**src/core/mri_params.svh**
```systemverilog
`ifndef MRI_PARAMS_SVH
`define MRI_PARAMS_SVH

// register word offsets (byte addresses)
`define MRI_OFF_ENABLE     4'h0
`define MRI_OFF_STATUS     4'h4
`define MRI_OFF_MASK       4'h8
`define MRI_OFF_ISTAT      4'hc

// enable and status bit positions
`define MRI_BIT_MASTER     0
`define MRI_BIT_CRC        1
`define MRI_BIT_OVF        2
`define MRI_BIT_LONG       3
`define MRI_BIT_GOOD       4
`define MRI_NSRC           4

// reset values
`define MRI_RST_ENABLE     32'h0000_0000
`define MRI_RST_STATUS     4'h0
`define MRI_RST_MASK       4'h0
`define MRI_RST_ISTAT      4'h0

`endif

```
**src/core/mri_pkg.sv**
```systemverilog
package mri_pkg;

	// one bit per receive source: bit0 crc, bit1 ovf, bit2 long, bit3 good
	typedef logic [3:0] mri_src_t;

	typedef struct packed {
		logic [3:0]  addr;
		logic [31:0] wdata;
		logic        wr;
		logic        rd;
	} mri_bus_s;

endpackage : mri_pkg

```
**src/core/mri_top.sv**
```systemverilog
`timescale 1ns/1ps
`include "mri_params.svh"

// Behaviour
// - rx-good flag gated by bit 4, master
// - too-long flag gated by bit 3, master
// - fifo-overflow flag gated by bit 2, master
// - crc-fail flag gated by bit 1, master
// - master gating uses rx master bit 0
// - irq when master on and summary high
// - master off blocks o_rx_irq; o_reg_irq is not gated by the master
// - writing one clears a status flag
module mri_top
	import mri_pkg::*;
(
	// clock and reset
	input  wire logic        i_mclk,
	input  wire logic        i_nrst,
	// register port
	input  wire mri_bus_s    i_bus,
	output logic [31:0]      o_rdata,
	// receive events, one-cycle pulses
	input  wire mri_src_t    i_src_evt,
	// interrupts
	output logic             o_rx_irq,
	output logic             o_reg_irq
);

	logic [31:0] mac_irq_enable_ff;
	logic [31:0] nxt_enable;
	mri_src_t    status_ff;
	mri_src_t    nxt_status;
	mri_src_t    imask_ff;
	mri_src_t    istat_ff;
	mri_src_t    nxt_istat;
	logic [31:0] rdata_ff;
	logic [31:0] nxt_rdata;
	logic        rx_irq_ff;

	// decode
	wire sel_en  = i_bus.addr == `MRI_OFF_ENABLE;
	wire sel_st  = i_bus.addr == `MRI_OFF_STATUS;
	wire sel_msk = i_bus.addr == `MRI_OFF_MASK;
	wire sel_ist = i_bus.addr == `MRI_OFF_ISTAT;
	wire wr_en   = i_bus.wr && sel_en;
	wire wr_st   = i_bus.wr && sel_st;
	wire wr_msk  = i_bus.wr && sel_msk;
	wire wr_ist  = i_bus.wr && sel_ist;

	wire rx_irq_master_en = mac_irq_enable_ff[`MRI_BIT_MASTER];
	wire crc_fail_irq_en     = mac_irq_enable_ff[`MRI_BIT_CRC];
	wire fifo_overflow_irq_en = mac_irq_enable_ff[`MRI_BIT_OVF];
	wire too_long_irq_en     = mac_irq_enable_ff[`MRI_BIT_LONG];
	wire rx_good_irq_en      = mac_irq_enable_ff[`MRI_BIT_GOOD];
	wire crc_fail_flag       = status_ff[0];
	wire fifo_overflow_flag  = status_ff[1];
	wire too_long_flag       = status_ff[2];
	wire rx_good_flag        = status_ff[3];

	// per-source gating before the master enable
	wire [3:0] src_en = {rx_good_irq_en, too_long_irq_en,
		fifo_overflow_irq_en, crc_fail_irq_en};
	wire [3:0] src_hit;
	for (genvar g = 0; g < `MRI_NSRC; g++) begin : g_src
		assign src_hit[g] = status_ff[g] & src_en[g];
	end
	wire rx_irq_summary = |src_hit;
	// master gating uses the rx master, not the tx one the text names
	wire nxt_rx_irq = rx_irq_master_en && rx_irq_summary;

	// the status word: summary at bit 0, flags from bit 1
	wire [31:0] status_word = {27'h0, status_ff, rx_irq_summary};

	assign nxt_enable = wr_en ? i_bus.wdata : mac_irq_enable_ff;

	// set wins over a clearing write in the same cycle
	wire [3:0] st_clr = wr_st ? i_bus.wdata[4:1] : 4'h0;
	assign nxt_status = (status_ff & ~st_clr) | i_src_evt;

	// register-level events: each source event latched separately
	wire [3:0] ist_clr = wr_ist ? i_bus.wdata[3:0] : 4'h0;
	assign nxt_istat = (istat_ff & ~ist_clr) | i_src_evt;

	assign nxt_rdata = !i_bus.rd ? 32'h0 :
		sel_en  ? mac_irq_enable_ff :
		sel_st  ? status_word :
		sel_msk ? {28'h0, imask_ff} :
		sel_ist ? {28'h0, istat_ff} : 32'h0;

	always_ff @(posedge i_mclk) begin
		if (!i_nrst) begin
			mac_irq_enable_ff <= `MRI_RST_ENABLE;
			status_ff         <= `MRI_RST_STATUS;
			imask_ff          <= `MRI_RST_MASK;
			istat_ff          <= `MRI_RST_ISTAT;
			rdata_ff          <= 32'h0;
			rx_irq_ff         <= 1'b0;
		end else begin
			mac_irq_enable_ff <= nxt_enable;
			status_ff         <= nxt_status;
			if (wr_msk) begin
				imask_ff <= i_bus.wdata[3:0];
			end
			istat_ff          <= nxt_istat;
			rdata_ff          <= nxt_rdata;
			rx_irq_ff         <= nxt_rx_irq;
		end
	end

	assign o_rdata   = rdata_ff;
	assign o_rx_irq  = rx_irq_ff;
	assign o_reg_irq = |(istat_ff & imask_ff);

	// assertions
	chk_irq_follows: assert property (
		@(posedge i_mclk) disable iff (!i_nrst)
		o_rx_irq ==
		$past(rx_irq_master_en && |(status_ff & src_en)))
		else $error("rx irq does not follow gated flags");

	chk_master_blocks: assert property (
		@(posedge i_mclk) disable iff (!i_nrst)
		!rx_irq_master_en ##1 !rx_irq_master_en
		|-> !o_rx_irq)
		else $error("rx irq with master off");

	chk_good_gate: assert property (
		@(posedge i_mclk) disable iff (!i_nrst)
		(rx_good_flag && rx_good_irq_en && rx_irq_master_en)
		|=> o_rx_irq)
		else $error("rx good did not raise irq");

	chk_good_mask: assert property (
		@(posedge i_mclk) disable iff (!i_nrst)
		(status_ff == 4'h8 && !rx_good_irq_en)
		|=> !o_rx_irq)
		else $error("masked rx good raised irq");

	chk_long_gate: assert property (
		@(posedge i_mclk) disable iff (!i_nrst)
		(too_long_flag && too_long_irq_en && rx_irq_master_en)
		|=> o_rx_irq)
		else $error("too long did not raise irq");

	chk_long_mask: assert property (
		@(posedge i_mclk) disable iff (!i_nrst)
		(status_ff == 4'h4 && !too_long_irq_en)
		|=> !o_rx_irq)
		else $error("masked too long raised irq");

	chk_ovf_gate: assert property (
		@(posedge i_mclk) disable iff (!i_nrst)
		(fifo_overflow_flag && fifo_overflow_irq_en && rx_irq_master_en)
		|=> o_rx_irq)
		else $error("overflow did not raise irq");

	chk_ovf_mask: assert property (
		@(posedge i_mclk) disable iff (!i_nrst)
		(status_ff == 4'h2 && !fifo_overflow_irq_en)
		|=> !o_rx_irq)
		else $error("masked overflow raised irq");

	chk_crc_gate: assert property (
		@(posedge i_mclk) disable iff (!i_nrst)
		(crc_fail_flag && crc_fail_irq_en && rx_irq_master_en)
		|=> o_rx_irq)
		else $error("crc fail did not raise irq");

	chk_crc_mask: assert property (
		@(posedge i_mclk) disable iff (!i_nrst)
		(status_ff == 4'h1 && !crc_fail_irq_en)
		|=> !o_rx_irq)
		else $error("masked crc raised irq");

	chk_rx_master: assert property (
		@(posedge i_mclk) disable iff (!i_nrst)
		(rx_irq_summary && rx_irq_master_en)
		|=> o_rx_irq)
		else $error("rx master did not pass irq");

	chk_master_off: assert property (
		@(posedge i_mclk) disable iff (!i_nrst)
		!rx_irq_master_en
		|=> !o_rx_irq)
		else $error("irq passed with rx master off");

	chk_summary_idle: assert property (
		@(posedge i_mclk) disable iff (!i_nrst)
		status_ff == 4'h0
		|-> !rx_irq_summary)
		else $error("summary high with no flag");

	chk_summary_noen: assert property (
		@(posedge i_mclk) disable iff (!i_nrst)
		src_en == 4'h0
		|-> !rx_irq_summary)
		else $error("summary high with no enable");

	chk_summary_hit: assert property (
		@(posedge i_mclk) disable iff (!i_nrst)
		(status_ff & src_en) != 4'h0
		|-> rx_irq_summary)
		else $error("summary low with enabled flag");

	chk_irq_rise: assert property (
		@(posedge i_mclk) disable iff (!i_nrst)
		$rose(o_rx_irq)
		|-> $past(rx_irq_master_en))
		else $error("irq rose without master");

	chk_irq_cause: assert property (
		@(posedge i_mclk) disable iff (!i_nrst)
		$rose(o_rx_irq)
		|-> $past(rx_irq_summary))
		else $error("irq rose without summary");

	chk_summary_mask: assert property (
		@(posedge i_mclk) disable iff (!i_nrst)
		!rx_irq_summary
		|=> !o_rx_irq)
		else $error("irq high with summary low");

	chk_clear_crc: assert property (
		@(posedge i_mclk) disable iff (!i_nrst)
		(wr_st && i_bus.wdata[1] && !i_src_evt[0])
		|=> !crc_fail_flag)
		else $error("crc flag not cleared");

	chk_clear_ovf: assert property (
		@(posedge i_mclk) disable iff (!i_nrst)
		(wr_st && i_bus.wdata[2] && !i_src_evt[1])
		|=> !fifo_overflow_flag)
		else $error("overflow flag not cleared");

	chk_clear_long: assert property (
		@(posedge i_mclk) disable iff (!i_nrst)
		(wr_st && i_bus.wdata[3] && !i_src_evt[2])
		|=> !too_long_flag)
		else $error("too long flag not cleared");

	chk_clear_good: assert property (
		@(posedge i_mclk) disable iff (!i_nrst)
		(wr_st && i_bus.wdata[4] && !i_src_evt[3])
		|=> !rx_good_flag)
		else $error("rx good flag not cleared");

	chk_set_crc: assert property (
		@(posedge i_mclk) disable iff (!i_nrst)
		i_src_evt[0]
		|=> crc_fail_flag)
		else $error("crc event lost");

	chk_set_ovf: assert property (
		@(posedge i_mclk) disable iff (!i_nrst)
		i_src_evt[1]
		|=> fifo_overflow_flag)
		else $error("overflow event lost");

	chk_set_long: assert property (
		@(posedge i_mclk) disable iff (!i_nrst)
		i_src_evt[2]
		|=> too_long_flag)
		else $error("too long event lost");

	chk_set_wins: assert property (
		@(posedge i_mclk) disable iff (!i_nrst)
		i_src_evt[3]
		|=> rx_good_flag)
		else $error("event lost against clear");

	chk_flag_hold: assert property (
		@(posedge i_mclk) disable iff (!i_nrst)
		(!wr_st && i_src_evt == 4'h0)
		|=> $stable(status_ff))
		else $error("status changed with no cause");

	chk_clear_irq: assert property (
		@(posedge i_mclk) disable iff (!i_nrst)
		(wr_st && i_src_evt == 4'h0
		&& (status_ff & ~i_bus.wdata[4:1]) == 4'h0)
		|=> ##1 !o_rx_irq)
		else $error("clear did not drop irq");

	chk_read_data: assert property (
		@(posedge i_mclk) disable iff (!i_nrst)
		(i_bus.rd && sel_en)
		|=> o_rdata == $past(mac_irq_enable_ff))
		else $error("enable readback wrong");

	chk_read_status: assert property (
		@(posedge i_mclk) disable iff (!i_nrst)
		(i_bus.rd && sel_st)
		|=> o_rdata == $past(status_word))
		else $error("status readback wrong");

	chk_read_idle: assert property (
		@(posedge i_mclk) disable iff (!i_nrst)
		!i_bus.rd
		|=> o_rdata == 32'h0)
		else $error("read data without read");

	chk_read_mask: assert property (
		@(posedge i_mclk) disable iff (!i_nrst)
		(i_bus.rd && sel_msk)
		|=> o_rdata == {28'h0, $past(imask_ff)})
		else $error("mask readback wrong");

	chk_read_istat: assert property (
		@(posedge i_mclk) disable iff (!i_nrst)
		(i_bus.rd && sel_ist)
		|=> o_rdata == {28'h0, $past(istat_ff)})
		else $error("event status readback wrong");

	chk_enable_write: assert property (
		@(posedge i_mclk) disable iff (!i_nrst)
		wr_en
		|=> mac_irq_enable_ff == $past(i_bus.wdata))
		else $error("enable write lost");

	chk_enable_hold: assert property (
		@(posedge i_mclk) disable iff (!i_nrst)
		!wr_en
		|=> $stable(mac_irq_enable_ff))
		else $error("enable changed without write");

	chk_mask_write: assert property (
		@(posedge i_mclk) disable iff (!i_nrst)
		wr_msk
		|=> imask_ff == $past(i_bus.wdata[3:0]))
		else $error("mask write lost");

	chk_mask_hold: assert property (
		@(posedge i_mclk) disable iff (!i_nrst)
		!wr_msk
		|=> $stable(imask_ff))
		else $error("mask changed without write");

	chk_evt_latch: assert property (
		@(posedge i_mclk) disable iff (!i_nrst)
		i_src_evt != 4'h0
		|=> (istat_ff & $past(i_src_evt)) == $past(i_src_evt))
		else $error("event status not latched");

	chk_evt_clear: assert property (
		@(posedge i_mclk) disable iff (!i_nrst)
		(wr_ist && i_src_evt == 4'h0)
		|=> (istat_ff & $past(i_bus.wdata[3:0])) == 4'h0)
		else $error("event status not cleared");

	chk_reg_quiet: assert property (
		@(posedge i_mclk) disable iff (!i_nrst)
		imask_ff == 4'h0
		|-> !o_reg_irq)
		else $error("register irq with all masked");

endmodule : mri_top

```
**config.mk**
```make
export PLATFORM = sky130hd
export DESIGN_NAME = mri_top
export DESIGN_NICKNAME = d
export VERILOG_FILES = /design/src/core/mri_pkg.sv /design/src/core/mri_top.sv
export VERILOG_INCLUDE_DIRS = /design/src /design/src/core
export SDC_FILE = /design/constraint.sdc
export NUM_CORES = 1
export LEC_CHECK = 0
export ABC_AREA = 1
export BUFFER_PORTS_ARGS = -buffer_cell sky130_fd_sc_hd__clkbuf_2
export CAP_MARGIN = 20
export CORE_MARGIN = 2
export CORE_UTILIZATION = 46
export CTS_CLUSTER_DIAMETER = 200
export DETAILED_ROUTE_END_ITERATION = 12
export GPL_TIMING_DRIVEN = 0
export PLACE_DENSITY = 0.72
export SLEW_MARGIN = 20
export SYNTH_ARGS = -nofsm -noshare
export SYNTH_HDL_FRONTEND = slang
export SYNTH_SLANG_ARGS = --single-unit
export TNS_END_PERCENT = 1
```
**constraint.sdc**
```tcl
create_clock -name i_mclk -period 1.02 [get_ports i_mclk]
set_input_delay 0.204 -clock i_mclk [delete_from_list [all_inputs] [get_ports i_mclk]]
set_output_delay 0.204 -clock i_mclk [all_outputs]
set_load 0.01 [all_outputs]
```
# ---- After elaboration in Yosys (flattened, before gate mapping)
# Index checks and enable logic that the tools add are counted.
dict set report totals {
  regBits 77
  latch_bits 0
  ram_bits 0
  romBits 0
  elab_cells 35
  memories 0
}
dict set report classes {
  add_sub_neg 0
  n_mul 0
  n_div 0
  magnitude_cmp 0
  eq_ne 3
  n_shift 0
  n_mux 6
  bitwise 11
  n_reduce_logical 9
}
# operator count
set ops {}
lappend ops {{$mux W32} 1}
lappend ops {{$mux W4} 4}
lappend ops {{$and A4 B4 Y4} 3}
lappend ops {{$eq A4 B4 Y1 const B} 2}
lappend ops {{$not A4 Y4} 2}
lappend ops {{$or A4 B4 Y4} 2}
lappend ops {{$reduce_or A4 Y1} 2}
lappend ops {{$logic_and A1 B1 Y1} 5}
lappend ops {{$mux W5} 1}
lappend ops {{$and A1 B1 Y1} 4}
lappend ops {{$eq A4 B3 Y1 const B} 1}
lappend ops {{$logic_not A4 Y1} 1}
lappend ops {{$reduce_and A2 Y1} 1}

# ---- Depth between registers and ports, before layout
dict set report logic_depth {
  ltp_word 6
  ltp_mapped 8
  depth_no_buf 7
}

# ---- Least setup slack after synthesis
# Ideal clock, no wire load.
dict set report synth_timing {
  kind {input to register}
  start {input i_bus[36] (netlist name)}
  end {register mac_irq_enable_ff[11]}
  setup_ns 0.117
  arrival_ns 0.913
  setup_slack_ns -0.010
  cell_stages 6
  path_buffers 2
  cell_sequence {buf_6 > nor2_4 > nand3_4 > buf_6 > o21ai_1 > a21oi_1}
}
dict set report synth_between {
  elab_chain_len 2
}
# element line
set synth_lines {}
lappend synth_lines {{from (decl)} mri_top.sv:20} ;# input wire mri_bus_s i_bus,
lappend synth_lines {{$logic_not A4 Y1 (no source line)} n/a}
lappend synth_lines {{$logic_and A1 B1 Y1} mri_top.sv:45} ;# wire wr_en = i_bus.wr && sel_en;
lappend synth_lines {{to (signal assigned)} mri_top.sv:92} ;# mac_irq_enable_ff <= `MRI_RST_ENABLE;
lappend synth_lines {{to (signal assigned)} mri_top.sv:99} ;# mac_irq_enable_ff <= nxt_enable;
lappend synth_lines {{to (decl)} mri_top.sv:29} ;# logic [31:0] mac_irq_enable_ff;
# Every way passes these cells.
# A chain may end at the register's enable or synchronous reset.

# ---- Worst setup path after layout
dict set report layout_timing {
  start {register istat_ff[1]}
  end {output o_reg_irq}
}
dict set report layout_between {
  elab_chain_len 2
}
# element line
set layout_lines {}
lappend layout_lines {{from (decl)} mri_top.sv:34} ;# mri_src_t istat_ff;
lappend layout_lines {{from (signal assigned)} mri_top.sv:95} ;# istat_ff <= `MRI_RST_ISTAT;
lappend layout_lines {{from (signal assigned)} mri_top.sv:104} ;# istat_ff <= nxt_istat;
lappend layout_lines {{$and A4 B4 Y4} mri_top.sv:112} ;# assign o_reg_irq = |(istat_ff & imask_ff);
lappend layout_lines {{$reduce_or A4 Y1} mri_top.sv:112}
lappend layout_lines {{to (decl)} mri_top.sv:26} ;# output logic o_reg_irq
# Every way passes these cells.

==> impl_results.md <==
* ANT nets after route at 0
* Maximum operating frequency at 852 MHz
* Initial DRC count at 58
* Area grow syn2layout at 27.2%
* Worst-margin pin slew at 0.411 ns
* Crit Path Max Fanout at 2
* Pwr Density at 1550 nW/um^2
* # hold bufs at CTS at 0
* Max clock buf depth at 2
* Crit. End Element: primary output
* Die Wd at 82.0 microns
* Unrepaired setup endpoints after global routing: true
* Post-DR wirelength/cell at 11.7 microns
* Failing checks: setup timing
* Die height at 82.0 microns
* Vias at 2,364
* Total core area at 5890 sq um
* Max Transition Viols Final at 0
* Final core utilization at 60.5%
* Seq cells post-synth at 77
* Sw Pwr at 1340 uW
* Initial antenna violation count at 0
* Clock tree sinks at 77
* Met2 Use GR at 31.5%
* CTS tree: yes
* Met3 usage at 5.05%
* CP Class: flop to primary output
* N_diodes at 0
* Sequential element share of the synthesized area at 55.1%
* Mean Syn Cell Area at 8.72 sq um
* Routing usage on met1 at 22.9%
* Clock share of power at 36.9%
* Clk pin slew, worst setup/hold paths at 0.08 ns
* Total track usage at 18.7%
* Number of vias per cell at 4.79
* Slowest library cell on the worst path: dfxtp_2
* First-pass GRT wire length at 9600 microns
* Post-DP HPWL at 4050 microns
* WHS at 0.102 ns
* Int Power at 4160 uW
* Ratio of cells with drive above 1 in the final layout at 37.7%
* Synth unique cells at 20
* Max incr delay on CP at 0.34 ns
* Rows at 28
* Port buffer count at 76
* Worst-Skew Late Latency at 0.33 ns
* Max Cap Viol at 0
* Gate power share at 6.9%
* Net Sw Frac at 24.4%
* Worst path bufs/invs at 1
* Post-synthesis instance total at 321
* DRT Pass-1 Iters at 4
* Synth Net Count at 365
* Crit path max-delay family: flip-flops
* Fin. Hold Viols at 0
* Slew headroom at 72.6%
* Outcome: complete, but fails checks
* CP Cell Sequence: nand2_2 -> nand4_1 -> buf_2
* I/O pin total at 78
* LEAKAGE at 0.00155 uW
* Largest net degree at the start of global routing at 14
* Nets at 459
* Gr ovfl total at 0
* YS warnings at 0
* Setup TNS at -0.154 ns
* H-tree depth at 3
* Placed inst area at 3270 sq um
* # setup viols final at 1
* Tmin final at 1.17 ns
* Worst Skew at 0.0108 ns
* Routability cong. at 0.828
* CP startpoint kind: flop
* Cell area after synthesis at 2800 sq um
* Final WS setup at -0.154 ns
* VDD IR-drop max at 0.782 mV
* Starting Density at 47.6%
* CP required at 0.82 ns
* Root Buffer: clkbuf_8
* Die ar. at 6720 sq um
* Tcrit/Tclk final at 115%
* Sequential power share at 56.2%
* Cts bufs inserted at 9
* Post-route DRC at 0
* Vias in the first global route at 2,223
* Worst EP arrival at 0.97 ns
* GRT busiest layer: met2
* Wirelength, routed at 5790 microns
* HP Class: input port to flop
* Final instance area at 3560 sq um
==> sequential cells by signal, summed over array words and instances (netlist names) <==
register	cells
status_ff	4
istat_ff	4
o_rdata	32
mac_irq_enable_ff	32
o_rx_irq	1
imask_ff	4
==> cell type report <==
type	instances	area, sq um
Buffer	16	130
Clock buffer	10	138
Multi-Input combinational cell	185	971
Clock inverter	5	37.5
Fill cell	529	2320
Timing Repair Buffer	83	464
Tap cell	75	93.8
Sequential cell	77	1560
Inverter	43	164
==> power groups by stage <==
stage,sequential [uW],clock (uW),combinational (uW)
3_3_place_gp,3160,0,355
3_5_place_dp,3160,0,358
5_1_grt,3100,2210,431
6_report,3090,2030,382
2_1_floorplan,3150,0,208
4_1_cts,3090,2080,381
==> cells in the mapped netlist <==
cell	n	area, sq um
dfxtp_1	77	1540
a21oi_1	44	220
inv_1	42	158
nand2_1	37	139
o21ai_1	28	140
nor2_2	20	125
nand3_1	15	75.1
nor2_1	14	52.6
nand4_1	13	81.3
buf_6	9	101
clkbuf_1	5	18.8
o21ai_0	5	25.0
nor2_4	4	45.0
buf_2	2	10.0
inv_4	1	6.26
nand2_2	1	6.26
nand2_4	1	11.3
nand3_4	1	17.5
nor2_8	1	20.0
nor3_1	1	5.00
==> through the flow <==
stage	setup slack, ns	cells	power, uW
6_report	-0.154	494	5500
5_1_grt	-0.202	494	5740
4_1_cts	-0.150	494	5550
3_5_place_dp	-0.220	472	3520
3_3_place_gp	-0.196	472	3510
2_1_floorplan	-0.00974	321	3360
==> placed cells by master, fill, tap and decap left out <==
cell type | netlist | routed
clkbuf_2 | 0 | 56
clkinv_4 | 0 | 2
nor3_1 | 1 | 1
o21ai_1 | 28 | 28
o21ai_0 | 5 | 5
buf_4 | 0 | 7
inv_1 | 42 | 42
nand2_4 | 1 | 1
buf_2 | 2 | 17
clkinv_2 | 0 | 1
nor2_2 | 20 | 20
nand4_1 | 13 | 13
nor2_1 | 14 | 14
dfxtp_2 | 0 | 17
buf_6 | 9 | 14
clkinvlp_4 | 0 | 2
nor2_8 | 1 | 1
nor2_4 | 4 | 4
nand3_4 | 1 | 1
nand2_1 | 37 | 34
inv_4 | 1 | 1
clkbuf_8 | 0 | 10
clkbuf_1 | 5 | 5
dfxtp_1 | 77 | 60
nand3_1 | 15 | 15
nand2_2 | 1 | 4
a21oi_1 | 44 | 44
==> layer usage <==
layer | up-vias | routed length, microns
li1 | 1231 | -
met1 | 1054 | 2570
met2 | 73 | 2780
met3 | 6 | 399
met4 | 0 | 40
met5 | - | 0
==> worst paths after layout <==
check,start,end,slack [ns],cells after the start
max,istat_ff[1],o_reg_irq,-0.15,3
min,i_src_evt[1],istat_ff[1],0.10,3
max reg2reg,status_ff[2],o_rdata[0],0.13,6
min reg2reg,mac_irq_enable_ff[7],o_rdata[7],0.43,2
==> worst register-to-register path, stage by stage (launching register included) <==
cell     delay (ns)
dfxtp_1        0.34
nand2_1        0.07
nand2_1        0.05
nor2_1         0.14
nand2_1        0.06
nand3_1        0.08
nand2_1        0.05
==> logic make-up (layout without fill, tap and decap cells) <==
logic type | after synthesis | in the layout | synth area share (%)
flip-flops | 77 | 77 | 55.1
buffers and inverters | 59 | 157 | 10.5
AND/OR/NAND/NOR | 108 | 108 | 20.7
AO/OA/AOI/OAI | 77 | 77 | 13.8
==> repair_timing <==
item	4_1_cts	5_1_grt
pin swaps	3	1
setup endpoints to repair	1	21
gates resized for setup	8	37
setup buffers	7	0
(Power assumes the default switching activity.)
